<file path="src/logic/iis_defines.svh">
// register offsets, field positions, reset values and step sizes
`ifndef IIS_DEFINES_SVH
`define IIS_DEFINES_SVH
`define IIS_R_CTRL 8'h00
`define IIS_R_SRC 8'h04
`define IIS_R_DST 8'h08
`define IIS_R_IMM 8'h0c
`define IIS_R_PC 8'h10
`define IIS_R_USER_SP 8'h14
`define IIS_R_SUPV_SP 8'h18
`define IIS_R_STATUS_WORD 8'h1c
`define IIS_R_ADDR_X 8'h20
`define IIS_R_ADDR_Y 8'h24
`define IIS_R_VEC_BASE 8'h28
`define IIS_R_CFG 8'h2c
`define IIS_R_STATE 8'h30
`define IIS_R_INT_STAT 8'h34
`define IIS_R_INT_MASK 8'h38
`define IIS_CTRL_GO 16
`define IIS_CTRL_COND 8
`define IIS_CFG_BG_EN 0
`define IIS_CFG_BG_EXIT 1
`define IIS_ST_BUSY 0
`define IIS_ST_BG 1
`define IIS_ST_EXC 2
`define IIS_ST_VEC 8
`define IIS_INT_DONE 0
`define IIS_INT_TRAP 1
`define IIS_INT_BG 2
`define IIS_CC_X 4
`define IIS_CC_N 3
`define IIS_CC_Z 2
`define IIS_CC_V 1
`define IIS_CC_C 0
`define IIS_SW_S 13
`define IIS_SW_RST 16'h2000
`define IIS_FMT 4'h0
`define IIS_VEC_ILLEGAL 8'h04
`define IIS_VEC_BOUND 8'h06
`define IIS_VEC_PRIV 8'h08
`define IIS_STEP_L 32'h4
`define IIS_STEP_W 32'h2
`define IIS_STEP_B 32'h1
`endif

</file>
<file path="src/logic/iis_pkg.sv">
// shared types of the integer instruction execution unit
package iis_pkg;
  typedef enum logic [4:0] {
    OP_ADD_IMM = 5'h00, OP_ADD_QUICK = 5'h01, OP_ADD_EXT = 5'h02,
    OP_ADD_EXT_MEM = 5'h03, OP_DEC_ADD = 5'h04, OP_DEC_ADD_MEM = 5'h05,
    OP_AND_STATUS = 5'h06, OP_BRANCH_CC = 5'h07, OP_BRANCH = 5'h08,
    OP_BIT_CHG = 5'h09, OP_BIT_CLR = 5'h0a, OP_BIT_SET = 5'h0b,
    OP_BIT_TEST = 5'h0c, OP_BACKGROUND = 5'h0d, OP_BREAKPOINT = 5'h0e,
    OP_BRANCH_SUB = 5'h0f, OP_BOUND = 5'h10, OP_BOUND2 = 5'h11,
    OP_COMPARE = 5'h12, OP_MEM_COMPARE = 5'h13
  } iis_op_t;
  typedef enum logic [1:0] {
    ST_IDLE = 2'h0, ST_EXEC = 2'h1, ST_ISSUE = 2'h2, ST_WAIT = 2'h3
  } iis_state_t;
  typedef enum logic [1:0] {
    EXT_PUSH_W = 2'h0, EXT_PUSH_L = 2'h1, EXT_VEC_RD = 2'h2,
    EXT_BREAKPOINT_OP_ACK = 2'h3
  } iis_ext_t;
  typedef enum logic [3:0] {
    CC_T = 4'h0, CC_F = 4'h1, CC_HI = 4'h2, CC_LS = 4'h3,
    CC_CC = 4'h4, CC_CS = 4'h5, CC_NE = 4'h6, CC_EQ = 4'h7,
    CC_VC = 4'h8, CC_VS = 4'h9, CC_PL = 4'ha, CC_MI = 4'hb,
    CC_GE = 4'hc, CC_LT = 4'hd, CC_GT = 4'he, CC_LE = 4'hf
  } iis_cond_t;
endpackage

</file>
<file path="src/logic/iis_bcd_add.sv">
// packed decimal adder, one digit stage per generate step
`timescale 1ns/1ns
module iis_bcd_add #(
  parameter int DIGITS = 2
) (
  input wire logic [4*DIGITS-1:0] i_a,
  input wire logic [4*DIGITS-1:0] i_b,
  input wire logic i_carry,
  output logic [4*DIGITS-1:0] o_sum,
  output logic o_carry
);
  logic [DIGITS:0] cy;
  assign cy[0] = i_carry;
  // each digit corrects by six once it passes nine
  for (genvar g = 0; g < DIGITS; g++) begin : g_dig
    logic [4:0] raw;
    logic adj;
    assign raw = {1'b0, i_a[4*g+:4]} + {1'b0, i_b[4*g+:4]} + {4'h0, cy[g]};
    assign adj = raw > 5'h09;
    assign o_sum[4*g+:4] = adj ? 4'(raw + 5'h06) : raw[3:0];
    assign cy[g+1] = adj;
  end
  assign o_carry = cy[DIGITS];
endmodule

</file>
<file path="src/logic/iis_cond_test.sv">
// evaluates one of sixteen branch conditions against the flags
`timescale 1ns/1ns
`include "iis_defines.svh"
module iis_cond_test
  import iis_pkg::*;
(
  input wire logic [3:0] i_cond,
  input wire logic [4:0] i_flags,
  output logic o_true
);
  logic n;
  logic z;
  logic v;
  logic c;
  assign n = i_flags[`IIS_CC_N];
  assign z = i_flags[`IIS_CC_Z];
  assign v = i_flags[`IIS_CC_V];
  assign c = i_flags[`IIS_CC_C];
  // signed tests combine negative and overflow
  always_comb begin
    case (iis_cond_t'(i_cond))
      CC_T: o_true = 1'b1;
      CC_F: o_true = 1'b0;
      CC_HI: o_true = ~c & ~z;
      CC_LS: o_true = c | z;
      CC_CC: o_true = ~c;
      CC_CS: o_true = c;
      CC_NE: o_true = ~z;
      CC_EQ: o_true = z;
      CC_VC: o_true = ~v;
      CC_VS: o_true = v;
      CC_PL: o_true = ~n;
      CC_MI: o_true = n;
      CC_GE: o_true = n ~^ v;
      CC_LT: o_true = n ^ v;
      CC_GT: o_true = ~z & (n ~^ v);
      CC_LE: o_true = z | (n ^ v);
      default: o_true = 1'b0;
    endcase
  end
endmodule

</file>
<file path="src/logic/iis_core.sv">
// instruction execution unit with wishbone registers and stack cycles
//
// The Wishbone register port and the register addresses were decided locally.
`timescale 1ns/1ns
`include "iis_defines.svh"
module iis_core
  import iis_pkg::*;
(
  input wire logic I_REF_CLK,
  input wire logic I_RESET,
  input wire logic I_CE,
  input wire logic I_WB_CYC,
  input wire logic I_WB_STB,
  input wire logic I_WB_WE,
  input wire logic [7:0] I_WB_ADR,
  input wire logic [3:0] I_WB_SEL,
  input wire logic [31:0] I_WB_DAT,
  output logic [31:0] O_WB_DAT,
  output logic O_WB_ACK,
  output logic O_EXT_REQ,
  output logic [1:0] O_EXT_KIND,
  output logic [31:0] O_EXT_ADDR,
  output logic [31:0] O_EXT_DATA,
  input wire logic I_EXT_ACK,
  input wire logic [31:0] I_EXT_DATA,
  output logic O_ENTER_BACKGROUND,
  output logic O_IRQ
);
  iis_state_t state;
  iis_op_t op_sel;
  logic [3:0] cond_sel;
  logic [31:0] src, dst, imm, pc, user_stack_pointer;
  logic [31:0] supervisor_stack_pointer, addr_x, addr_y, vec_base;
  logic [15:0] status_word;
  logic bg_en, exc;
  logic [1:0] step;
  logic [7:0] vec;
  logic [2:0] int_stat, int_mask;
  logic wr_en, wr_ok, go, do_exec, ack_in, busy, sbit, cc_true;
  logic add_v, sub_v, bitv, bcd_c, need_trap, ev_trap, ev_done, ev_bg;
  logic [31:0] sp_act, add_a, bmask, next_dst, rdata, req_addr, req_data;
  logic [32:0] add_r, sub_r;
  logic [7:0] bcd_sum, trap_vec;
  logic [4:0] next_cc;
  iis_ext_t req_kind;

  // byte lanes a write may touch
  function automatic logic [31:0] wmerge(input logic [31:0] o,
                                         input logic [3:0] s);
    logic [31:0] r;
    r = o;
    for (int i = 0; i < 4; i++) begin
      if (s[i]) begin
        r[8*i+:8] = I_WB_DAT[8*i+:8];
      end
    end
    return r;
  endfunction

  // writes take effect on the edge that sees ack; setup is locked while busy
  assign busy = state != ST_IDLE;
  assign wr_en = I_WB_CYC & I_WB_STB & I_WB_WE & O_WB_ACK & I_CE;
  assign wr_ok = wr_en & ~busy;
  assign go = wr_ok & (I_WB_ADR == `IIS_R_CTRL) & I_WB_SEL[2]
              & I_WB_DAT[`IIS_CTRL_GO] & ~O_ENTER_BACKGROUND;
  assign do_exec = (state == ST_EXEC) & I_CE;
  assign ack_in = (state == ST_WAIT) & I_EXT_ACK & I_CE;
  assign sbit = status_word[`IIS_SW_S];
  assign sp_act = sbit ? supervisor_stack_pointer : user_stack_pointer;

  // shared adder and subtractor for the arithmetic and compare ops
  assign add_a = (op_sel inside {OP_ADD_EXT, OP_ADD_EXT_MEM}) ? src : imm;
  assign add_r = {1'b0, add_a} + {1'b0, dst}
                 + {32'h0, (op_sel inside {OP_ADD_EXT, OP_ADD_EXT_MEM})
                           & status_word[`IIS_CC_X]};
  assign add_v = (add_a[31] == dst[31]) & (add_r[31] != dst[31]);
  assign sub_r = {1'b0, dst} - {1'b0, src};
  assign sub_v = (dst[31] != src[31]) & (sub_r[31] != dst[31]);
  // register destination, so the bit number wraps modulo 32
  assign bmask = 32'h1 << imm[4:0];
  assign bitv = |(dst & bmask);

  iis_bcd_add #(.DIGITS(2)) u_bcd (
    .i_a(src[7:0]),
    .i_b(dst[7:0]),
    .i_carry(status_word[`IIS_CC_X]),
    .o_sum(bcd_sum),
    .o_carry(bcd_c)
  );

  iis_cond_test u_cond (
    .i_cond(cond_sel),
    .i_flags(status_word[4:0]),
    .o_true(cc_true)
  );

  // trap decision at execute
  always_comb begin
    need_trap = 1'b0;
    trap_vec = `IIS_VEC_ILLEGAL;
    case (op_sel)
      OP_AND_STATUS: begin
        need_trap = ~sbit;
        trap_vec = `IIS_VEC_PRIV;
      end
      OP_BACKGROUND: need_trap = ~bg_en;
      OP_BOUND: begin
        need_trap = dst[31] | ($signed(dst) > $signed(src));
        trap_vec = `IIS_VEC_BOUND;
      end
      OP_BOUND2: begin
        need_trap = ($signed(dst) < $signed(src))
                    | ($signed(dst) > $signed(imm));
        trap_vec = `IIS_VEC_BOUND;
      end
      default: need_trap = 1'b0;
    endcase
  end

  // new flags and destination value per operation
  always_comb begin
    next_cc = status_word[4:0];
    next_dst = dst;
    case (op_sel)
      OP_ADD_IMM, OP_ADD_QUICK, OP_ADD_EXT, OP_ADD_EXT_MEM: begin
        next_dst = add_r[31:0];
        next_cc[`IIS_CC_X] = add_r[32];
        next_cc[`IIS_CC_C] = add_r[32];
        next_cc[`IIS_CC_N] = add_r[31];
        next_cc[`IIS_CC_V] = add_v;
        // extended forms only clear zero, so multi-word sums chain
        next_cc[`IIS_CC_Z] = (add_r[31:0] == 32'h0)
          & ((op_sel inside {OP_ADD_IMM, OP_ADD_QUICK})
             | status_word[`IIS_CC_Z]);
      end
      OP_DEC_ADD, OP_DEC_ADD_MEM: begin
        next_dst = {dst[31:8], bcd_sum};
        next_cc[`IIS_CC_X] = bcd_c;
        next_cc[`IIS_CC_C] = bcd_c;
        next_cc[`IIS_CC_Z] = status_word[`IIS_CC_Z] & (bcd_sum == 8'h00);
      end
      OP_BIT_CHG, OP_BIT_CLR, OP_BIT_SET, OP_BIT_TEST: begin
        next_cc[`IIS_CC_Z] = ~bitv;
        if (op_sel == OP_BIT_CHG) begin
          next_dst = dst ^ bmask;
        end else if (op_sel == OP_BIT_CLR) begin
          next_dst = dst & ~bmask;
        end else if (op_sel == OP_BIT_SET) begin
          next_dst = dst | bmask;
        end
      end
      OP_COMPARE, OP_MEM_COMPARE: begin
        next_cc[`IIS_CC_N] = sub_r[31];
        next_cc[`IIS_CC_Z] = sub_r[31:0] == 32'h0;
        next_cc[`IIS_CC_V] = sub_v;
        next_cc[`IIS_CC_C] = sub_r[32];
      end
      default: next_cc = status_word[4:0];
    endcase
  end

  // outgoing cycle: exception stack frame, subroutine push or acknowledge
  always_comb begin
    req_kind = EXT_PUSH_L;
    req_addr = sp_act - `IIS_STEP_L;
    req_data = pc;
    if (exc) begin
      case (step)
        2'h0: begin
          req_kind = EXT_PUSH_W;
          req_addr = supervisor_stack_pointer - `IIS_STEP_W;
          req_data = {16'h0, `IIS_FMT, 2'b00, vec, 2'b00};
        end
        2'h1: begin
          req_addr = supervisor_stack_pointer - `IIS_STEP_L;
        end
        2'h2: begin
          req_kind = EXT_PUSH_W;
          req_addr = supervisor_stack_pointer - `IIS_STEP_W;
          req_data = {16'h0, status_word};
        end
        default: begin
          req_kind = EXT_VEC_RD;
          req_addr = vec_base + {22'h0, vec, 2'b00};
          req_data = 32'h0;
        end
      endcase
    end else if (op_sel == OP_BREAKPOINT) begin
      req_kind = EXT_BREAKPOINT_OP_ACK;
      req_addr = imm;
      req_data = 32'h0;
    end
  end

  assign ev_trap = (do_exec & need_trap)
                   | (ack_in & ~exc & (op_sel == OP_BREAKPOINT));
  assign ev_done = (do_exec & ~need_trap
                    & ~(op_sel inside {OP_BREAKPOINT, OP_BRANCH_SUB}))
                   | (ack_in & (exc ? step == 2'h3
                                    : op_sel != OP_BREAKPOINT));
  assign ev_bg = do_exec & (op_sel == OP_BACKGROUND) & bg_en;

  // wishbone slave: ack one cycle after request, unmapped reads zero
  always_comb begin
    case (I_WB_ADR)
      `IIS_R_CTRL: rdata = {20'h0, cond_sel, 3'h0, op_sel};
      `IIS_R_SRC: rdata = src;
      `IIS_R_DST: rdata = dst;
      `IIS_R_IMM: rdata = imm;
      `IIS_R_PC: rdata = pc;
      `IIS_R_USER_SP: rdata = user_stack_pointer;
      `IIS_R_SUPV_SP: rdata = supervisor_stack_pointer;
      `IIS_R_STATUS_WORD: rdata = {16'h0, status_word};
      `IIS_R_ADDR_X: rdata = addr_x;
      `IIS_R_ADDR_Y: rdata = addr_y;
      `IIS_R_VEC_BASE: rdata = vec_base;
      `IIS_R_CFG: rdata = {31'h0, bg_en};
      `IIS_R_STATE: rdata = {16'h0, vec, 5'h0, exc, O_ENTER_BACKGROUND, busy};
      `IIS_R_INT_STAT: rdata = {29'h0, int_stat};
      `IIS_R_INT_MASK: rdata = {29'h0, int_mask};
      default: rdata = 32'h0;
    endcase
  end

  always_ff @(posedge I_REF_CLK) begin
    if (I_RESET) begin
      O_WB_ACK <= 1'b0;
      O_WB_DAT <= 32'h0;
    end else if (I_CE) begin
      O_WB_ACK <= I_WB_CYC & I_WB_STB & ~O_WB_ACK;
      if (I_WB_CYC & I_WB_STB & ~O_WB_ACK) begin
        O_WB_DAT <= rdata;
      end
    end
  end

  // operand setup written only by software
  always_ff @(posedge I_REF_CLK) begin
    if (I_RESET) begin
      op_sel <= OP_ADD_IMM;
      cond_sel <= 4'h0;
      src <= 32'h0;
      imm <= 32'h0;
      vec_base <= 32'h0;
      bg_en <= 1'b0;
    end else if (wr_ok) begin
      case (I_WB_ADR)
        `IIS_R_CTRL: begin
          if (I_WB_SEL[0]) op_sel <= iis_op_t'(I_WB_DAT[4:0]);
          if (I_WB_SEL[1]) cond_sel <= I_WB_DAT[`IIS_CTRL_COND+:4];
        end
        `IIS_R_SRC: src <= wmerge(src, I_WB_SEL);
        `IIS_R_IMM: imm <= wmerge(imm, I_WB_SEL);
        `IIS_R_VEC_BASE: vec_base <= wmerge(vec_base, I_WB_SEL);
        `IIS_R_CFG: if (I_WB_SEL[0]) bg_en <= I_WB_DAT[`IIS_CFG_BG_EN];
        default: bg_en <= bg_en;
      endcase
    end
  end

  // destination and address registers, written back at execute
  always_ff @(posedge I_REF_CLK) begin
    if (I_RESET) begin
      dst <= 32'h0;
      addr_x <= 32'h0;
      addr_y <= 32'h0;
    end else if (do_exec) begin
      dst <= next_dst;
      if (op_sel == OP_ADD_EXT_MEM) begin
        addr_x <= addr_x - `IIS_STEP_L;
        addr_y <= addr_y - `IIS_STEP_L;
      end else if (op_sel == OP_DEC_ADD_MEM) begin
        addr_x <= addr_x - `IIS_STEP_B;
        addr_y <= addr_y - `IIS_STEP_B;
      end else if (op_sel == OP_MEM_COMPARE) begin
        addr_x <= addr_x + `IIS_STEP_L;
        addr_y <= addr_y + `IIS_STEP_L;
      end
    end else if (wr_ok) begin
      if (I_WB_ADR == `IIS_R_DST) dst <= wmerge(dst, I_WB_SEL);
      if (I_WB_ADR == `IIS_R_ADDR_X) addr_x <= wmerge(addr_x, I_WB_SEL);
      if (I_WB_ADR == `IIS_R_ADDR_Y) addr_y <= wmerge(addr_y, I_WB_SEL);
    end
  end

  // program counter, status word and both stack pointers
  always_ff @(posedge I_REF_CLK) begin
    if (I_RESET) begin
      pc <= 32'h0;
      status_word <= `IIS_SW_RST;
      user_stack_pointer <= 32'h0;
      supervisor_stack_pointer <= 32'h0;
    end else if (do_exec) begin
      if (op_sel == OP_AND_STATUS) begin
        if (sbit) status_word <= status_word & imm[15:0];
      end else begin
        status_word[4:0] <= next_cc;
      end
      if ((op_sel == OP_BRANCH_CC & cc_true) | (op_sel == OP_BRANCH)) begin
        pc <= pc + imm;
      end
    end else if (ack_in) begin
      if (exc & (step == 2'h3)) begin
        pc <= I_EXT_DATA;
        status_word[`IIS_SW_S] <= 1'b1;
      end else if (exc) begin
        supervisor_stack_pointer <= O_EXT_ADDR;
      end else if (op_sel == OP_BRANCH_SUB) begin
        pc <= pc + imm;
        if (sbit) supervisor_stack_pointer <= O_EXT_ADDR;
        else user_stack_pointer <= O_EXT_ADDR;
      end
    end else if (wr_ok) begin
      case (I_WB_ADR)
        `IIS_R_PC: pc <= wmerge(pc, I_WB_SEL);
        `IIS_R_STATUS_WORD: status_word <= 16'(wmerge({16'h0, status_word},
                                                     I_WB_SEL));
        `IIS_R_USER_SP: user_stack_pointer <= wmerge(user_stack_pointer,
                                                      I_WB_SEL);
        `IIS_R_SUPV_SP: supervisor_stack_pointer <= wmerge(
                          supervisor_stack_pointer, I_WB_SEL);
        default: pc <= pc;
      endcase
    end
  end

  // sequencer; the outgoing request holds until the partner acks it
  always_ff @(posedge I_REF_CLK) begin
    if (I_RESET) begin
      state <= ST_IDLE;
      exc <= 1'b0;
      step <= 2'h0;
      vec <= 8'h0;
      O_EXT_REQ <= 1'b0;
      O_EXT_KIND <= 2'h0;
      O_EXT_ADDR <= 32'h0;
      O_EXT_DATA <= 32'h0;
    end else if (I_CE) begin
      case (state)
        ST_IDLE: if (go) state <= ST_EXEC;
        ST_EXEC: begin
          if (need_trap) begin
            exc <= 1'b1;
            step <= 2'h0;
            vec <= trap_vec;
            state <= ST_ISSUE;
          end else if (op_sel inside {OP_BREAKPOINT, OP_BRANCH_SUB}) begin
            state <= ST_ISSUE;
          end else begin
            state <= ST_IDLE;
          end
        end
        ST_ISSUE: begin
          O_EXT_REQ <= 1'b1;
          O_EXT_KIND <= req_kind;
          O_EXT_ADDR <= req_addr;
          O_EXT_DATA <= req_data;
          state <= ST_WAIT;
        end
        ST_WAIT: if (I_EXT_ACK) begin
          O_EXT_REQ <= 1'b0;
          if (~exc & (op_sel == OP_BREAKPOINT)) begin
            exc <= 1'b1;
            step <= 2'h0;
            vec <= `IIS_VEC_ILLEGAL;
            state <= ST_ISSUE;
          end else if (exc & (step != 2'h3)) begin
            step <= step + 2'h1;
            state <= ST_ISSUE;
          end else begin
            exc <= 1'b0;
            state <= ST_IDLE;
          end
        end
        default: state <= ST_IDLE;
      endcase
    end
  end

  // background mode holds until software asks to leave
  always_ff @(posedge I_REF_CLK) begin
    if (I_RESET) begin
      O_ENTER_BACKGROUND <= 1'b0;
    end else if (ev_bg) begin
      O_ENTER_BACKGROUND <= 1'b1;
    end else if (wr_ok & (I_WB_ADR == `IIS_R_CFG) & I_WB_SEL[0]
                 & I_WB_DAT[`IIS_CFG_BG_EXIT]) begin
      O_ENTER_BACKGROUND <= 1'b0;
    end
  end

  // sticky events, write one to clear; a new event beats the clear
  always_ff @(posedge I_REF_CLK) begin
    if (I_RESET) begin
      int_stat <= 3'h0;
      int_mask <= 3'h0;
      O_IRQ <= 1'b0;
    end else if (I_CE) begin
      int_stat <= (int_stat & ~({3{wr_en & I_WB_SEL[0]
                                   & (I_WB_ADR == `IIS_R_INT_STAT)}}
                                & I_WB_DAT[2:0]))
                  | {ev_bg, ev_trap, ev_done};
      if (wr_en & I_WB_SEL[0] & (I_WB_ADR == `IIS_R_INT_MASK)) begin
        int_mask <= I_WB_DAT[2:0];
      end
      O_IRQ <= |(int_stat & int_mask);
    end
  end
endmodule

</file>
<file path="config.mk">
export PLATFORM = sky130hd
export DESIGN_NAME = iis_core
export DESIGN_NICKNAME = d
export VERILOG_FILES = /design/src/logic/iis_pkg.sv /design/src/logic/iis_bcd_add.sv /design/src/logic/iis_cond_test.sv /design/src/logic/iis_core.sv
export VERILOG_INCLUDE_DIRS = /design/src /design/src/logic
export SDC_FILE = /design/constraint.sdc
export NUM_CORES = 2
export LEC_CHECK = 0
export ABC_CLOCK_PERIOD_IN_PS = 15100
export CORE_UTILIZATION = 39
export CTS_CLUSTER_DIAMETER = 120
export CTS_CLUSTER_SIZE = 40
export DETAILED_ROUTE_END_ITERATION = 8
export DONT_BUFFER_PORTS = 1
export PLACE_DENSITY = 0.53
export SYNTH_ARGS = -nofsm -noshare
export SYNTH_HDL_FRONTEND = slang
export SYNTH_SLANG_ARGS = --single-unit
</file>
<file path="constraint.sdc">
create_clock -name I_REF_CLK -period 15.1 [get_ports I_REF_CLK]
set_clock_uncertainty 0.1 [all_clocks]
set_input_delay 0.755 -clock I_REF_CLK [delete_from_list [all_inputs] [get_ports I_REF_CLK]]
set_output_delay 0.755 -clock I_REF_CLK [all_outputs]
set_load 0.01 [all_outputs]
</file>
After elaboration in Yosys (flattened, before gate mapping)
Index checks and enable logic that the tools add are counted.
{"block": "op_classes", "n_bitwise": 73, "muxes": 103, "n_reduce_logical": 100, "magnitude_cmp": 5, "n_eq_ne": 89, "addsub": 21, "n_shift": 1}
{"operator": "$mux 32", "count": 46}
{"operator": "$pmux 32 s15", "count": 1}
{"operator": "$pmux 32 s3", "count": 2}
{"operator": "$sub 32x3->32 const B", "count": 4}
{"operator": "$reduce_and 6->1", "count": 13}
{"operator": "$add 32x3->32 const B", "count": 2}
{"operator": "$and 32x32->32", "count": 2}
{"operator": "$gt 32x32->1", "count": 2}
{"operator": "$logic_not 32->1", "count": 2}
{"operator": "$mux 16", "count": 4}
{"operator": "$pmux 32 s2", "count": 1}
{"operator": "$sub 32x1->32 const B", "count": 2}
{"operator": "$eq 8x6->1 const B", "count": 7}
{"operator": "$mux 8", "count": 7}
{"operator": "$reduce_and 3->1", "count": 17}
{"operator": "$reduce_bool 2->1", "count": 23}
{"operator": "$eq 5x4->1 const B", "count": 8}
{"operator": "$and 1x1->1", "count": 38}
{"operator": "$add 32x32->33", "count": 1}
{"operator": "$add 33x1->33", "count": 1}
{"operator": "$sub 32x32->33", "count": 1}
{"operator": "$add 32x10->32", "count": 1}
{"operator": "$add 32x32->32", "count": 1}
{"operator": "$eq 4x4->1 const B", "count": 8}
{"operator": "73 further kinds", "count": 198}
{"block": "totals", "word_cells": 452, "out_inout_bits": 102, "reg_bits": 435, "inputBits": 83}

Longest topological paths before layout
{"block": "logic_depth", "ltp_word": 11, "depth_mapped": 21, "depth_no_buf": 20}

Cells and area by module
A second synthesis with hierarchy kept.
{"block": "unflattened", "cells_unflattened": 4723, "hier_area_um2": 33858.7}
{"mod": "iis_core", "seq_area_each_um2": 8608.3, "area_per_inst_um2": 33211.9, "instances": 1, "cells_each": 4645}
{"mod": "iis_bcd_add", "seq_area_each_um2": 0.0, "area_per_inst_um2": 451.7, "instances": 1, "cells_each": 52}
{"mod": "iis_cond_test", "seq_area_each_um2": 0.0, "area_per_inst_um2": 195.2, "instances": 1, "cells_each": 26}

Least setup slack after synthesis
OpenSTA, ideal clock, no wires.
{"block": "synth_path", "path_type": "flip-flop to flip-flop", "start": "register op_sel[1]", "end": "register status_word[2]", "n_path_buf": 3, "path_stages_with_launch": 17, "required_time_ns": 14.940, "synth_period_minus_slack_ns": 4.843, "arrival_ns": 4.683, "setup_ns": 0.060, "setup_slack_ns": 10.257, "path_cell_list": "dfxtp_1 clkbuf_1 clkbuf_1 and2_1 clkbuf_1 mux2_2 fa_1 fa_1 a211oi_1 o21ai_0 mux2i_1 a21oi_1 o21a_1 or4_1 or4_1 or4_1 nand2_1"}
{"block": "synth_via", "elab_chain_len": 10, "elab_cells_between_ends": 32, "cone_classes": "2 x add/sub; 14 x eq/ne; 4 x mux; 3 x bitwise; 9 x reduce/logical"}
{"item": "start, declared", "line": "iis_core.sv:30", "text": "iis_op_t op_sel;"}
{"item": "start signal, assigned", "line": "iis_core.sv:249", "text": "if (I_WB_SEL[0]) op_sel <= iis_op_t'(I_WB_DAT[4:0]);"}
{"item": "$eq 5x2->1", "line": "iis_core.sv:72, iis_core.sv:74, iis_core.sv:124"}
{"item": "$reduce_bool 2->1", "line": "iis_core.sv:72, iis_core.sv:74"}
{"item": "$mux 32", "line": "iis_core.sv:72", "text": "assign add_a = (op_sel inside {OP_ADD_EXT, OP_ADD_EXT_MEM}) ? src : imm;"}
{"item": "$add 32x32->33", "line": "iis_core.sv:73", "text": "assign add_r = {1'b0, add_a} + {1'b0, dst}"}
{"item": "$add 33x1->33", "line": "iis_core.sv:73"}
{"item": "$logic_not 32->1", "line": "iis_core.sv:132", "text": "next_cc[`IIS_CC_Z] = (add_r[31:0] == 32'h0)"}
{"item": "$and 1x1->1", "line": "iis_core.sv:132"}
{"item": "$pmux 1 s4", "line": "iis_core.sv:124", "text": "case (op_sel)"}
{"item": "$mux 5", "line": "iis_core.sv:294", "text": "if (op_sel == OP_AND_STATUS) begin"}
{"item": "$mux 16", "line": "iis_core.sv:293", "text": "end else if (do_exec) begin"}
{"item": "end signal, assigned", "line": "iis_core.sv:290", "text": "status_word <= `IIS_SW_RST;"}
{"item": "end signal, assigned", "line": "iis_core.sv:295", "text": "if (sbit) status_word <= status_word & imm[15:0];"}
{"item": "end signal, assigned", "line": "iis_core.sv:297", "text": "status_word[4:0] <= next_cc;"}
{"item": "end, declared", "line": "iis_core.sv:34", "text": "logic [15:0] status_word;"}
Several ways; a longest one is shown, not always the timed one.
A chain may end at the register's enable or synchronous reset.

Worst setup path in the final report
{"block": "layout_path", "start": "register op_sel[2]", "end": "register status_word[0]"}
{"block": "layout_via", "elab_chain_len": 8, "elab_cells_between_ends": 23, "cone_classes": "2 x add/sub; 10 x eq/ne; 4 x mux; 1 x bitwise; 6 x reduce/logical"}
{"item": "$eq 5x2->1", "line": "iis_core.sv:72, iis_core.sv:74, iis_core.sv:124"}
{"item": "$reduce_bool 2->1", "line": "iis_core.sv:72, iis_core.sv:74"}
{"item": "$mux 32", "line": "iis_core.sv:72"}
{"item": "$add 32x32->33", "line": "iis_core.sv:73"}
{"item": "$add 33x1->33", "line": "iis_core.sv:73"}
{"item": "$pmux 1 s3", "line": "iis_core.sv:124"}
{"item": "$mux 5", "line": "iis_core.sv:294"}
{"item": "$mux 16", "line": "iis_core.sv:293"}
Several ways; a longest one is shown, not always the timed one.

==> impl_metrics.csv <==
group,metric,value,unit
run_status,status,"finished clean",
synthesis,synthCells,4744,
worst_hold_path,min_to,"O_WB_DAT[8]",
cells_and_area,area_growth,3.94,%
synthesis,synth.most_common_cell,"nor2_1",
worst_setup_path,ff2ff_setup_slack,8.75,ns
cells_and_area,finish.utilization,41.0,%
synthesis,dominantRegCellSynth,"dfxtp_1",
timing,post-route-min-period,6.35,ns
power,power_frac_comb,2.0,%
worst_setup_path,cp.arrival,6.77,ns
global_routing,grt_pass1_vias,33800,
clocking,cts_resized,0,
synthesis,synthTopCellsByCount,"666 x nor2_1, 537 x nand2_1, 430 x dfxtp_1",
timing,period_share,42.0,%
synthesis,mappedNetlistArea,34200,µm²
worst_hold_path,hp-class,"primary input to flip-flop",
placed_design,io_buffers,0,
power,powerDensity,52.4,nW/µm²
route,first_iter_violations,5087,
synthesis,ys_seq_area_share,25.1,%
power,internal_power,1.38,mW
global_routing,overflow,0,
timing,hold_viol,0,
synthesis,yosys-top-cells-area,"dfxtp_1 25%, nor2_1 7.3%, ha_1 6.7%",
placed_design,gp_congestion,1.00,
synthesis,synth_edf_count,0,
route,ant_nets,0,
timing,slew_headroom,8.65,%
synthesis,synth.ff_latch_count,430,
route,drc,0,
power,p_switching,0.486,mW
power,power,1.87,mW
global_routing,track_usage,38.0,%
synthesis,synth_cell_types,94,
timing,finalSetupViolCount,0,
synthesis,synth_top_area_cell,"dfxtp_1",
power,cellLeakagePower,13.0,nW
clocking,cts_tree,"done",
cells_and_area,layout-drive-gt1-share,4.14,%
route,drt_wl_total,177000,µm
die,die_y,298,µm
timing,max_freq,158,MHz
clocking,root_buffer,"clkbuf_16",
worst_setup_path,cp_max_fo,63,
worst_setup_path,r2r-end,"status_word[0]",
worst_setup_path,start_kind,"flip-flop",
global_routing,grt_pass1_wl,250000,µm
power,p_seq_share,60.8,%
die,die_x,298,µm
die,pin_count,185,
cells_and_area,register_area,8610,µm²
die,coreArea,86900,µm²
worst_setup_path,criticalPathCategory,"flip-flop to flip-flop",
route,viasPerCell,6.69,
cells_and_area,fillCellCount,9290,
cells_and_area,fin_nets,4762,
cells_and_area,multiInputGateArea,23900,µm²
global_routing,antenna_found_initial,4,
worst_setup_path,cp-end-kind,"flip-flop",
synthesis,syn-num-nets,5019,
die,dieArea,89000,µm²
timing,final_max_slew_viol_count,0,
die,row_count,108,
synthesis,synthArstFlopShare,0,%
clocking,cts.sinks,430,
clocking,cts.clk_slew.worst_paths,0.16,ns
clocking,clock_path_buffers,3,
worst_setup_path,reg2reg_from,"op_sel[2]",
timing,rsz0062_at_grt,"false",
timing,worst_slew_pin_slew,1.36,ns
route,first_pass_iters,9,
global_routing,grt_max_degree,409,
clocking,numCtsBuffers,17,
worst_hold_path,hold_path_depth,1,
clocking,clock_tree.htree_level_count,1,
power,ir_drop,82.2,µV
job,cap_violations,0,
power,p_clk_share,37.2,%
route,wl_per_cell,31.3,µm
worst_hold_path,hold_start,"I_RESET",
worst_setup_path,required,15.53,ns
placed_design,place_hpwl,133000,µm
synthesis,avgSynthCellArea,7.22,µm²
clocking,post-cts-setup-buffers,0,
power,switching_share,26.0,%
synthesis,yosys_warnings,0,
timing,fin_setup_tns,0,ns
route,vias,37800,
worst_setup_path,r2r_cells,15,
die,initial_core_util,39.4,%
clocking,cts_hold_buffers,0,
clocking,clock_latency,0.62,ns
synthesis,synth_top_area_share,25.1,%
[placed cells by master, fill, tap and decap left out, types with 50 or more instances in the layout]
cell type / n
inv_1: 134
a21oi_1: 415
mux2i_1: 205
o21ai_0: 289
nor3_1: 154
ha_1: 183
nor4_1: 50
dfxtp_1: 428
nor2_1: 652
xnor2_1: 72
nand3_1: 89
xor2_1: 62
a31oi_1: 63
a211oi_1: 57
a221oi_1: 80
a22oi_1: 130
buf_4: 68
nand2_1: 537
nand4_1: 55
[worst max path at each step]
stage                   start        endpoint  slack, ns  cells after the start
floorplan           op_sel[1]  status_word[2]      10.26                     16
global placement    op_sel[2]  status_word[2]       9.06                     15
detailed placement  op_sel[2]  status_word[2]       8.98                     15
CTS                 op_sel[2]  status_word[2]       8.93                     15
global route        op_sel[2]  status_word[2]       8.37                     15
finish              op_sel[2]  status_word[0]       8.75                     15
[worst max-delay path, stage by stage (launching register included)]
cell,delay (ns)
dfxtp_1,0.52
nor3_1,0.48
and2_2,0.95
mux2_2,0.43
fa_1,0.45
fa_1,0.45
a21oi_1,0.19
o2111ai_1,0.20
a21oi_1,0.38
o211ai_1,0.26
nand4b_1,0.26
o21ai_1,0.12
a31o_2,0.33
a31oi_1,0.69
a311oi_1,0.11
o221a_2,0.32
[state kept, by name, summed over array words and instances (netlist names), 2 cells and up]
signal                    count
O_EXT_ADDR                   32
O_EXT_DATA                   32
O_WB_DAT                     32
addr_x                       32
addr_y                       32
dst                          32
imm                          32
pc                           32
src                          32
supervisor_stack_pointer     32
user_stack_pointer           32
vec_base                     32
status_word                  16
op_sel                        5
cond_sel                      4
int_mask                      3
int_stat                      3
vec                           3
O_EXT_KIND                    2
state                         2
step                          2
[metal layers]
metal / vias up / part of all wire [%] / global-route usage, %
li1: 16900 / - / -
met1: 18200 / 42 / 51.9
met2: 2267 / 41 / 55.5
met3: 437 / 10 / 8.04
met4: 4 / 6.5 / 20.6
met5: - / 0.013 / 0
[cell families after synthesis]
group                    after synthesis  synth area share, %
buffers and inverters                480                 5.34
adder cells (fa/ha/maj)              192                 7.21
AND/OR/NAND/NOR                     1792                 23.5
XOR/XNOR                             134                 3.43
flip-flops                           430                 25.1
multiplexers                         212                 6.22
AO/OA/AOI/OAI                       1504                 29.2
[area by class of cell]
cell class,instances,area share (%)
inverter,134,1.41
clock inverter,8,0.425
multi-input combinational,3834,67.1
antenna,3,0.0211
tap,1155,4.06
sequential,430,24.2
clock buffer,17,1.20
timing repair buffer,70,1.55
[through the flow]
stage	cell area, µm²	setup WS (ns)	cells	hold WS, ns
finish	35600	8.75	5651	0.104
global route	35600	8.37	5648	0.0852
CTS	35600	8.93	5648	0.0978
detailed placement	35000	8.98	5623	0.391
global placement	35000	9.06	5623	0.388
floorplan	34200	10.26	4744	0.362
[power groups by stage]
stage          Clock, mW  Combinational [mW]  Sequential [mW]
6_report           0.694              0.0366             1.14
5_1_grt            0.731              0.0385             1.14
4_1_cts            0.699              0.0355             1.14
3_5_place_dp           0              0.0354             1.16
3_3_place_gp           0              0.0351             1.16
2_1_floorplan          0              0.0429             1.16
No activity file was read; power rests on OpenSTA's default activity.
